<file path="src/rtl/ric_consts.svh">
/*
 * Register offsets, field positions, reset values and timing counts of the
 * reader interrupt status and collision position block.
 * Assumes a 100 MHz system clock; included by its bare name.
 */
`ifndef RIC_CONSTS_SVH
`define RIC_CONSTS_SVH

// ---------------------------------------------------------------------------
// register offsets
// ---------------------------------------------------------------------------
`define RIC_ADDR_PROTO_CTRL  5'h01
`define RIC_ADDR_IRQ_FLAGS   5'h0C
`define RIC_ADDR_COLL_HI     5'h0D
`define RIC_ADDR_COLL_LO     5'h0E

// ---------------------------------------------------------------------------
// reset values
// ---------------------------------------------------------------------------
`define RIC_FLAGS_RST        8'h00
`define RIC_ENABLES_RST      6'h3E
`define RIC_COLL_POS_RST     10'h000

// ---------------------------------------------------------------------------
// interrupt flag bit positions
// ---------------------------------------------------------------------------
`define RIC_B_TX             7
`define RIC_B_RX_START       6
`define RIC_B_FIFO           5
`define RIC_B_CRC            4
`define RIC_B_PARITY         3
`define RIC_B_FRAMING        2
`define RIC_B_COLL           1
`define RIC_B_NORESP         0

// ---------------------------------------------------------------------------
// fifo thresholds, collision edge thresholds, regulator codes
// ---------------------------------------------------------------------------
`define RIC_FIFO_RX_HIGH     4'h8
`define RIC_FIFO_TX_LOW      4'h4
`define RIC_COLL_THR_LO      3'h6
`define RIC_COLL_THR_HI      3'h7
`define RIC_VRS_250MV        2'h3
`define RIC_VRS_350MV        2'h2
`define RIC_VRS_400MV        2'h0

// ---------------------------------------------------------------------------
// timing
// ---------------------------------------------------------------------------
`define RIC_CLK_KHZ          100000
`define RIC_COLL_RATE_KBPS   106
`define RIC_NORESP_TICK_CYC  1000

`endif

</file>
<file path="src/rtl/ric_pkg.sv">
/*
 * Types shared by the interrupt status and collision position block.
 * Assumes the constants header is included by each user.
 */
package ric_pkg;

   // ------------------------------------------------------------------------
   // phase and regulator encodings
   // ------------------------------------------------------------------------
   typedef enum logic [1:0] {
      ric_ph_idle,
      ric_ph_tx,
      ric_ph_rx
   } ric_phase_e;

   typedef enum logic [1:0] {
      ric_hr_none,
      ric_hr_250mv,
      ric_hr_350mv,
      ric_hr_400mv
   } ric_headroom_e;

   // ------------------------------------------------------------------------
   // carriers
   // ------------------------------------------------------------------------
   typedef struct packed {
      logic       wr;
      logic       rd;
      logic [4:0] addr;
      logic [7:0] wdata;
   } ric_host_req_s;

   typedef struct packed {
      logic       tx_start;
      logic       tx_done;
      logic       rx_sof;
      logic       rx_done;
      logic       crc_err;
      logic       parity_err;
      logic       framing_err;
      logic       rx_edge;
      logic [3:0] fifo_count;
      logic [9:0] bit_pos;
   } ric_events_s;

   typedef struct packed {
      logic       no_rx_crc;
      logic       coll_thr7;
      logic       vicinity;
      logic       type_a;
      logic       sys_3v;
      logic       auto_reg;
      logic [2:0] vrs;
      logic [7:0] noresp_wait;
   } ric_cfg_s;

endpackage : ric_pkg
</file>
<file path="src/rtl/ric_coll_detect.sv">
/*
 * Collision detector: counts receive edges inside each 106 kbps bit window
 * and pulses when the count passes the selected threshold.
 * Assumes edges arrive as one-cycle pulses on the system clock.
 */
`timescale 1ns/1ps
`include "ric_consts.svh"

module ric_coll_detect #(
   parameter int BIT_CYC = `RIC_CLK_KHZ / `RIC_COLL_RATE_KBPS
) (
   input  wire logic clk_i,
   input  wire logic rstn_i,
   input  wire logic active_i,
   input  wire logic edge_i,
   input  wire logic thr7_i,
   output logic      coll_o
);

   logic [11:0] win_q;
   logic [3:0]  cnt_q;
   logic        fired_q;
   wire  logic  win_end = (win_q == 12'(BIT_CYC - 1));
   wire  logic [2:0] thr = thr7_i ? `RIC_COLL_THR_HI : `RIC_COLL_THR_LO;
   // saturate so a noisy window cannot wrap the count back below threshold
   wire  logic [3:0] cnt_inc = (cnt_q == 4'hF) ? cnt_q : cnt_q + 4'h1;
   wire  logic [3:0] cnt_nx  = edge_i ? cnt_inc : cnt_q;
   wire  logic over = (cnt_nx > {1'b0, thr});

   always_ff @(posedge clk_i or negedge rstn_i) begin
      if (!rstn_i) begin
         win_q   <= 12'h000;
         cnt_q   <= 4'h0;
         fired_q <= 1'b0;
         coll_o  <= 1'b0;
      end else if (!active_i || win_end) begin
         win_q   <= 12'h000;
         cnt_q   <= 4'h0;
         fired_q <= 1'b0;
         coll_o  <= 1'b0;
      end else begin
         win_q   <= win_q + 12'h001;
         cnt_q   <= cnt_nx;
         fired_q <= fired_q | over;
         coll_o  <= over & ~fired_q;
      end
   end

endmodule : ric_coll_detect

</file>
<file path="src/rtl/ric_irq_status.sv">
/*
 * Interrupt status, interrupt enables and collision/error position logic
 * of a 13.56 MHz reader front-end, with the automatic 3-V headroom decode.
 * Assumes the host register port, the protocol events and the protocol
 * control bits all come from logic on the same clock; events are one-cycle
 * pulses, fifo_count and cfg are levels.
 */
`timescale 1ns/1ps
`include "ric_consts.svh"

// Functional notes
// - status cleared at reset and control write
// - end of status read clears flags, IRQ
// - transmit: decoder off, only bits 7,5
// - receive: only bit 6, no IRQ yet
// - IRQ only at phase end or enabled no-response
// - bit 7 at transmit start, IRQ at end
// - bit 6 at start-of-frame, IRQ at end
// - FIFO flag: above 8 rx, below 4 tx
// - CRC error flagged unless CRC disabled
// - parity bit 3, framing bit 2
// - collision when edges exceed 6 or 7
// - vicinity only: no-response flag after wait
// - mask register resets 0x3E, position clears on read
// - position bits 9,8 in mask bits 7,6
// - enables bits 5..1 default one, bit0 zero
// - low position byte resets zero, clears on read
// - auto 3-V headroom 250, 350, 400 mV
module ric_irq_status #(
   parameter int COLL_BIT_CYC = `RIC_CLK_KHZ / `RIC_COLL_RATE_KBPS,
   parameter int NORESP_TICK  = `RIC_NORESP_TICK_CYC
) (
   input  wire logic                   clk_i,
   input  wire logic                   rstn_i,
   input  wire ric_pkg::ric_host_req_s host_i,
   input  wire ric_pkg::ric_events_s   ev_i,
   input  wire ric_pkg::ric_cfg_s      cfg_i,
   output logic [7:0]                  rdata_o,
   output logic                        irq_o,
   output logic                        rx_dec_en_o,
   output ric_pkg::ric_headroom_e      headroom_o
);

   // ------------------------------------------------------------------------
   // state
   // ------------------------------------------------------------------------
   ric_pkg::ric_phase_e phase_q;
   ric_pkg::ric_phase_e phase_d;
   logic [7:0]          flags_q;
   logic [7:0]          flags_d;
   logic [5:0]          pend_q;
   logic [5:0]          pend_d;
   logic [5:0]          en_q;
   logic [9:0]          pos_q;
   logic [9:0]          pos_d;
   logic                irq_d;
   logic                coll_pulse;
   logic                noresp_pulse;

   // ------------------------------------------------------------------------
   // host port decode
   // ------------------------------------------------------------------------
   wire logic sel_ctrl  = (host_i.addr == `RIC_ADDR_PROTO_CTRL);
   wire logic sel_flags = (host_i.addr == `RIC_ADDR_IRQ_FLAGS);
   wire logic sel_hi    = (host_i.addr == `RIC_ADDR_COLL_HI);
   wire logic sel_lo    = (host_i.addr == `RIC_ADDR_COLL_LO);
   wire logic wr_ctrl   = host_i.wr & sel_ctrl;
   wire logic wr_hi     = host_i.wr & sel_hi;
   wire logic rd_flags  = host_i.rd & sel_flags;
   wire logic rd_hi     = host_i.rd & sel_hi;
   wire logic rd_lo     = host_i.rd & sel_lo;
   // a status read ends in the cycle of the read strobe
   wire logic flags_clr = rd_flags | wr_ctrl;

   wire logic [7:0] rd_mux;
   assign rd_mux = sel_flags ? flags_q :
                   sel_hi    ? {pos_q[9:8], en_q} :
                   sel_lo    ? pos_q[7:0] :
                               8'h00;

   // ------------------------------------------------------------------------
   // phase tracking
   // ------------------------------------------------------------------------
   wire logic in_tx = (phase_q == ric_pkg::ric_ph_tx);
   wire logic in_rx = (phase_q == ric_pkg::ric_ph_rx);
   wire logic in_idle = (phase_q == ric_pkg::ric_ph_idle);
   wire logic tx_end = in_tx & ev_i.tx_done;
   wire logic rx_end = in_rx & ev_i.rx_done;

   always_comb begin
      phase_d = phase_q;
      case (phase_q)
         ric_pkg::ric_ph_idle: begin
            if (ev_i.tx_start) begin
               phase_d = ric_pkg::ric_ph_tx;
            end else if (ev_i.rx_sof) begin
               phase_d = ric_pkg::ric_ph_rx;
            end
         end
         ric_pkg::ric_ph_tx: begin
            if (ev_i.tx_done) begin
               phase_d = ric_pkg::ric_ph_idle;
            end
         end
         ric_pkg::ric_ph_rx: begin
            if (ev_i.rx_done) begin
               phase_d = ric_pkg::ric_ph_idle;
            end
         end
         default: begin
            phase_d = ric_pkg::ric_ph_idle;
         end
      endcase
   end

   // ------------------------------------------------------------------------
   // event sources
   // ------------------------------------------------------------------------
   wire logic tx_start_ok = in_idle & ev_i.tx_start;
   wire logic sof_ok      = in_idle & ev_i.rx_sof;
   wire logic fifo_rx_hi  = in_rx & (ev_i.fifo_count > `RIC_FIFO_RX_HIGH);
   wire logic fifo_tx_lo  = in_tx & (ev_i.fifo_count < `RIC_FIFO_TX_LOW);
   wire logic crc_ev      = in_rx & ev_i.crc_err & ~cfg_i.no_rx_crc;
   wire logic parity_ev   = in_rx & ev_i.parity_err;
   wire logic framing_ev  = in_rx & ev_i.framing_err;
   wire logic noresp_ev   = noresp_pulse & cfg_i.vicinity;
   wire logic any_err     = crc_ev | parity_ev | framing_ev;

   ric_coll_detect #(
      .BIT_CYC (COLL_BIT_CYC)
   ) u_coll (
      .clk_i    (clk_i),
      .rstn_i   (rstn_i),
      .active_i (in_rx),
      .edge_i   (ev_i.rx_edge),
      .thr7_i   (cfg_i.coll_thr7),
      .coll_o   (coll_pulse)
   );

   // timer runs from end of transmit to start-of-frame or transmit start
   ric_noresp_timer #(
      .TICK_CYC (NORESP_TICK)
   ) u_noresp (
      .clk_i     (clk_i),
      .rstn_i    (rstn_i),
      .start_i   (tx_end),
      .stop_i    (ev_i.rx_sof | ev_i.tx_start),
      .wait_i    (cfg_i.noresp_wait),
      .expired_o (noresp_pulse)
   );

   // ------------------------------------------------------------------------
   // status flags
   // ------------------------------------------------------------------------
   // receive-phase sources wait in pend_q so the visible register only
   // changes bit 6 until the frame is over
   wire logic [5:0] pend_set = {fifo_rx_hi, crc_ev, parity_ev, framing_ev,
                                coll_pulse & in_rx, 1'b0};

   always_comb begin
      pend_d = pend_q | pend_set;
      if (rx_end || tx_start_ok || wr_ctrl) begin
         pend_d = 6'h00;
      end
   end

   wire logic [7:0] tx_set  = {tx_start_ok, 1'b0, fifo_tx_lo,
                               5'h00};
   wire logic [7:0] rx_set  = {1'b0, sof_ok, 6'h00};
   wire logic [7:0] end_set = rx_end ? {2'b00, pend_q | pend_set} : 8'h00;
   wire logic [7:0] nr_set  = {7'h00, noresp_ev};

   always_comb begin
      flags_d = flags_clr ? `RIC_FLAGS_RST : flags_q;
      // an event in the clearing cycle survives the clear
      flags_d = flags_d | tx_set | rx_set | end_set | nr_set;
   end

   // ------------------------------------------------------------------------
   // interrupt request
   // ------------------------------------------------------------------------
   // end of a phase always interrupts; the no-response source needs its
   // enable, and gated error/fifo causes are folded into the receive end
   wire logic [5:0] gated = (pend_q | pend_set) & en_q;
   wire logic rx_irq = rx_end & (1'b1 | (|gated));
   wire logic nr_irq = noresp_ev & en_q[`RIC_B_NORESP];
   wire logic irq_set = tx_end | rx_irq | nr_irq;

   always_comb begin
      irq_d = flags_clr ? 1'b0 : irq_o;
      irq_d = irq_d | irq_set;
   end

   // ------------------------------------------------------------------------
   // collision or error position
   // ------------------------------------------------------------------------
   wire logic pos_cap_a   = cfg_i.type_a & coll_pulse & in_rx;
   wire logic pos_cap_err = ~cfg_i.type_a & any_err;
   wire logic pos_cap     = pos_cap_a | pos_cap_err;

   always_comb begin
      pos_d = pos_q;
      if (rd_hi) begin
         pos_d[9:8] = 2'b00;
      end
      if (rd_lo) begin
         pos_d[7:0] = 8'h00;
      end
      if (pos_cap) begin
         pos_d = ev_i.bit_pos;
      end
   end

   // ------------------------------------------------------------------------
   // regulator headroom decode
   // ------------------------------------------------------------------------
   wire logic auto_3v = cfg_i.sys_3v & cfg_i.auto_reg;
   wire logic [1:0] vrs_lo = cfg_i.vrs[1:0]; // bit 2 ignored
   ric_pkg::ric_headroom_e hr_d;

   always_comb begin
      hr_d = ric_pkg::ric_hr_none;
      if (auto_3v) begin
         if (vrs_lo == `RIC_VRS_250MV) begin
            hr_d = ric_pkg::ric_hr_250mv;
         end else if (vrs_lo == `RIC_VRS_350MV) begin
            hr_d = ric_pkg::ric_hr_350mv;
         end else if (vrs_lo == `RIC_VRS_400MV) begin
            hr_d = ric_pkg::ric_hr_400mv;
         end
      end
   end

   // ------------------------------------------------------------------------
   // registers
   // ------------------------------------------------------------------------
   always_ff @(posedge clk_i or negedge rstn_i) begin
      if (!rstn_i) begin
         phase_q <= ric_pkg::ric_ph_idle;
      end else begin
         phase_q <= phase_d;
      end
   end

   always_ff @(posedge clk_i or negedge rstn_i) begin
      if (!rstn_i) begin
         flags_q <= `RIC_FLAGS_RST;
      end else begin
         flags_q <= flags_d;
      end
   end

   always_ff @(posedge clk_i or negedge rstn_i) begin
      if (!rstn_i) begin
         pend_q <= 6'h00;
      end else begin
         pend_q <= pend_d;
      end
   end

   always_ff @(posedge clk_i or negedge rstn_i) begin
      if (!rstn_i) begin
         irq_o <= 1'b0;
      end else begin
         irq_o <= irq_d;
      end
   end

   always_ff @(posedge clk_i or negedge rstn_i) begin
      if (!rstn_i) begin
         en_q <= `RIC_ENABLES_RST;
      end else if (wr_hi) begin
         en_q <= host_i.wdata[5:0];
      end
   end

   always_ff @(posedge clk_i or negedge rstn_i) begin
      if (!rstn_i) begin
         pos_q <= `RIC_COLL_POS_RST;
      end else begin
         pos_q <= pos_d;
      end
   end

   always_ff @(posedge clk_i or negedge rstn_i) begin
      if (!rstn_i) begin
         rdata_o <= 8'h00;
      end else if (host_i.rd) begin
         rdata_o <= rd_mux;
      end
   end

   // decoder is held off for the whole transmit phase
   always_ff @(posedge clk_i or negedge rstn_i) begin
      if (!rstn_i) begin
         rx_dec_en_o <= 1'b1;
      end else begin
         rx_dec_en_o <= (phase_d != ric_pkg::ric_ph_tx);
      end
   end

   always_ff @(posedge clk_i or negedge rstn_i) begin
      if (!rstn_i) begin
         headroom_o <= ric_pkg::ric_hr_none;
      end else begin
         headroom_o <= hr_d;
      end
   end

endmodule : ric_irq_status

</file>
<file path="src/rtl/ric_noresp_timer.sv">
/*
 * No-response timer: started at the end of a transmit, stopped by a
 * start-of-frame, pulses when the programmed wait has passed.
 * Assumes the wait value is stable while the timer runs.
 */
`timescale 1ns/1ps
`include "ric_consts.svh"

module ric_noresp_timer #(
   parameter int TICK_CYC = `RIC_NORESP_TICK_CYC
) (
   input  wire logic       clk_i,
   input  wire logic       rstn_i,
   input  wire logic       start_i,
   input  wire logic       stop_i,
   input  wire logic [7:0] wait_i,
   output logic            expired_o
);

   logic        run_q;
   logic [19:0] div_q;
   logic [7:0]  tick_cnt_q;
   wire  logic  tick = (div_q == 20'(TICK_CYC - 1));
   wire  logic  done = run_q & tick & (tick_cnt_q >= wait_i);

   always_ff @(posedge clk_i or negedge rstn_i) begin
      if (!rstn_i) begin
         run_q      <= 1'b0;
         div_q      <= 20'h00000;
         tick_cnt_q <= 8'h00;
         expired_o  <= 1'b0;
      end else begin
         expired_o <= done & ~stop_i;
         if (start_i) begin
            run_q      <= 1'b1;
            div_q      <= 20'h00000;
            tick_cnt_q <= 8'h00;
         end else if (stop_i || done) begin
            run_q <= 1'b0;
         end else if (run_q) begin
            div_q <= tick ? 20'h00000 : div_q + 20'h00001;
            if (tick) begin
               tick_cnt_q <= tick_cnt_q + 8'h01;
            end
         end
      end
   end

endmodule : ric_noresp_timer

</file>
<file path="config.mk">
export PLATFORM = sky130hd
export DESIGN_NAME = ric_irq_status
export DESIGN_NICKNAME = d
export VERILOG_FILES = /design/src/rtl/ric_pkg.sv /design/src/rtl/ric_coll_detect.sv /design/src/rtl/ric_irq_status.sv /design/src/rtl/ric_noresp_timer.sv
export VERILOG_INCLUDE_DIRS = /design/src /design/src/rtl
export SDC_FILE = /design/constraint.sdc
export NUM_CORES = 1
export LEC_CHECK = 0
export ABC_AREA = 1
export BUFFER_PORTS_ARGS = -buffer_cell sky130_fd_sc_hd__buf_2
export CAP_MARGIN = 20
export CORE_MARGIN = 5
export CORE_UTILIZATION = 35
export DETAILED_ROUTE_END_ITERATION = 12
export PLACE_DENSITY = 0.5
export SLEW_MARGIN = 5
export SYNTH_ARGS = -nofsm -noshare
export SYNTH_HDL_FRONTEND = slang
export SYNTH_SLANG_ARGS = --single-unit
</file>
<file path="constraint.sdc">
create_clock -name clk_i -period 2.1 [get_ports clk_i]
set_input_delay 0.105 -clock clk_i [delete_from_list [all_inputs] [get_ports clk_i]]
set_output_delay 0.105 -clock clk_i [all_outputs]
set_load 0.02 [all_outputs]
</file>
==> run_results.csv <==
group,metric,value,unit
status,status,"finished, final reports clean",
drt,vias,4478,
min_path,min_path_type,"input port to flip-flop",
die,core_region_area,0.0144,mm^2
pwr,leakage,3.21,nW
cts,clockBufferDepth,2,
logic_synthesis,synth_nets,747,
drt,dr.pass1.iters,4,
global_route,grt_pass1_vias,4568,
setup_path,cp-end-kind,"flip-flop",
cts,root_buffer,"clkbuf_16",
timing,worstMarginPinSlew,0.643,ns
timing,relSlewSlack,57.0,%
cts,clk_pin_slew_worst_paths,0.06,ns
placement,place_congestion,0.825,
setup_path,crit_family,"simple AND/OR/NAND/NOR gates",
drt,wl,12600,um
finish,fin_nets,842,
pwr,p_total,4.62,mW
finish,layout_common_cells,"169 x nand2_1, 100 x inv_1, 89 x nor2_1",
drt,viasPerCell,4.67,
setup_path,crit_type,"flip-flop to flip-flop",
finish,fillers,1513,
pwr,ir_worst_vdd,416,uV
logic_synthesis,yosysUniqueCellTypes,39,
global_route,gr-usage-all-layers,15.6,%
logic_synthesis,syn_inst,674,
cts,cts.htree.levels,3,
setup_path,worst-path-buf-inv,1,
logic_synthesis,synth_ff_type,"dfrtp_1",
finish,fin_util,42.9,%
run,maxCapViolCount,0,
logic_synthesis,ys_async_sr_fraction,100,%
drt,ant_nets,0,
finish,diodes,0,
global_route,grt_antenna_before_repair,0,
die,dieWidth,131,um
setup_path,critPathRequiredTime,2.38,ns
die,floorplan.initialDensity,35.4,%
timing,finalHoldViolations,0,
cts,worstSkewPairLatency,0.35,ns
logic_synthesis,seq_area_frac_synth,44.7,%
drt,drc_errors,0,
die,row_count,44,
setup_path,cpPeakStageDelay,0.44,ns
cts,cts_tree,"built",
cts,cts_made_buffers,9,
pwr,p_per_area,746,mW/mm^2
die,ios,68,
global_route,grt_first_pass_wirelength,21300,um
placement,port_buffers,64,
timing,period_share,89.2,%
timing,fin_tns_setup,0,ns
setup_path,cp_common_cell,"nand2_1",
die,die_height,131,um
timing,finalClockSkew,0.00776,ns
die,die_area,0.0171,mm^2
finish,final_common_cell,"nand2_1",
timing,rsz0062_at_grt,"no",
setup_path,crit_chain,"ha_1, nand2_1, a21oi_1, nor3_1, nand2_1, inv_1, nand3_4, nand2_2, nand2_1, nand2_1",
finish,drive_above_1_share,15.2,%
global_route,grt_max_degree,59,
finish,area_delta_synth_final,20.9,%
logic_synthesis,ys_ff_latch,91,
finish,register_area,0.00228,mm^2
logic_synthesis,syn_area,0.00511,mm^2
timing,fmax,534,MHz
setup_path,critPathMaxFanout,9,
drt,wl_per_cell,13.1,um
timing,timing.final.crit_period,1.87,ns
global_route,grt_overflow,0,
logic_synthesis,syn_avg_cell_area,7.59,um^2
drt,drtIter0Drc,208,
cts,clock_sinks,91,
logic_synthesis,synth-edff-count,0,
setup_path,crit_path_top_delay_cell,"dfrtp_1",
setup_path,start_kind,"flip-flop",
setup_path,cp.arrival,2.16,ns
placement,dp_hpwl,9310,um
timing,maxSlewViolCount,0,
logic_synthesis,yosysWarnings,0,
finish,multiInputGateArea,0.00235,mm^2
timing,setup_viol,0,
## kinds of logic after synthesis
group	synth area share, %
buf+inv	9.42
fa+ha+maj	4.16
flops	44.7
xor+xnor	1.88
compound gates	7.91
mux	0.416
simple gates	31.5
## registers in the layout (all words and copies together), names as in the netlist, 2 cells and up
| register | flops |
|---|---|
| u_coll.cnt_q | 4 |
| u_noresp.tick_cnt_q | 8 |
| phase_q | 2 |
| headroom_o | 2 |
| pend_q | 5 |
| u_noresp.div_q | 20 |
| flags_q | 8 |
| en_q | 6 |
| pos_q | 10 |
| rdata_o | 8 |
| u_coll.win_q | 12 |
## worst reg2reg max path: cells and delay by family, from the launching register on
kind | cells | cell delay [ns]
fa+ha+maj | 1 | 0.32
compound gates | 1 | 0.06
simple gates | 7 | 0.84
flops | 1 | 0.44
buf+inv | 1 | 0.16
## synthesized netlist by cell type (3+ instances only)
cell | instances | area share, %
nand2_4 | 3 | 0.66
nor3_1 | 14 | 1.4
xnor2_1 | 3 | 0.51
nand2_1 | 169 | 12
xor2_1 | 8 | 1.4
dfrtp_1 | 85 | 42
nor2_2 | 3 | 0.37
ha_1 | 17 | 4.2
nand4_1 | 10 | 1.2
nand3_4 | 3 | 1.0
o22ai_1 | 12 | 1.5
buf_6 | 4 | 0.88
nand2_2 | 3 | 0.37
clkbuf_1 | 7 | 0.51
inv_1 | 100 | 7.3
nand3_1 | 64 | 6.3
a21oi_1 | 14 | 1.4
dfstp_2 | 6 | 3.1
o21ai_1 | 3 | 0.29
buf_2 | 3 | 0.29
nor2_1 | 89 | 6.5
o211ai_1 | 8 | 1.2
o21ai_0 | 24 | 2.3
## final cells by class
cell class,count,share of cell area (%)
multi-input combinational,464,38.0
clock buffer,12,3.82
inverter,105,6.39
clock inverter,4,0.830
timing repair buffer,98,10.3
sequential,91,36.9
tap,184,3.72
## timing repair
action / 4_1_cts / 5_1_grt
buffers inserted: 0 / 0
endpoints found under the setup margin: 0 / 2
resized for setup: 0 / 2
endpoints found under the hold margin: 48 / 0
hold buffers: 18 / 0
## report_power, final
group | total (mW) | switching (mW) | internal [mW]
Sequential | 2.09 | 0.110 | 1.98
Clock | 1.62 | 0.696 | 0.927
Combinational | 0.905 | 0.589 | 0.316
## stage by stage
stage	hold WS [ns]	worst slack (ns)	cells	cell area [um^2]
after floorplan	-0.191	0.368	674	5110
after global placement	0.101	0.192	924	5710
after detailed placement	0.0994	0.134	924	5710
after CTS	0.00542	0.121	958	6180
after global routing	0.0303	0.00767	958	6180
final	0.0107	0.227	958	6180
## final timing paths
check,startpoint,endpoint,slack [ns],depth (start not counted)
setup / recovery,u_noresp.tick_cnt_q[5],u_noresp.tick_cnt_q[2],0.23,10
hold / removal,ev_i[5],pos_q[5],0.01,3
setup reg to reg,u_noresp.tick_cnt_q[5],u_noresp.tick_cnt_q[2],0.23,10
hold reg to reg,u_coll.fired_q,u_coll.coll_o,0.43,1
max in group asynchronous,rstn_i,en_q[5],1.13,3
min in group asynchronous,rstn_i,phase_q[1],0.25,2
## routing by layer
layer | track usage (%) | routed length [um] | vias up
li1 | - | - | 2345
met1 | 19.2 | 5830 | 2062
met2 | 27.2 | 6080 | 57
met3 | 3.58 | 454 | 14
met4 | 5.08 | 210 | 0
met5 | 0 | 0 | -
Power figures use the tool's default switching activity.
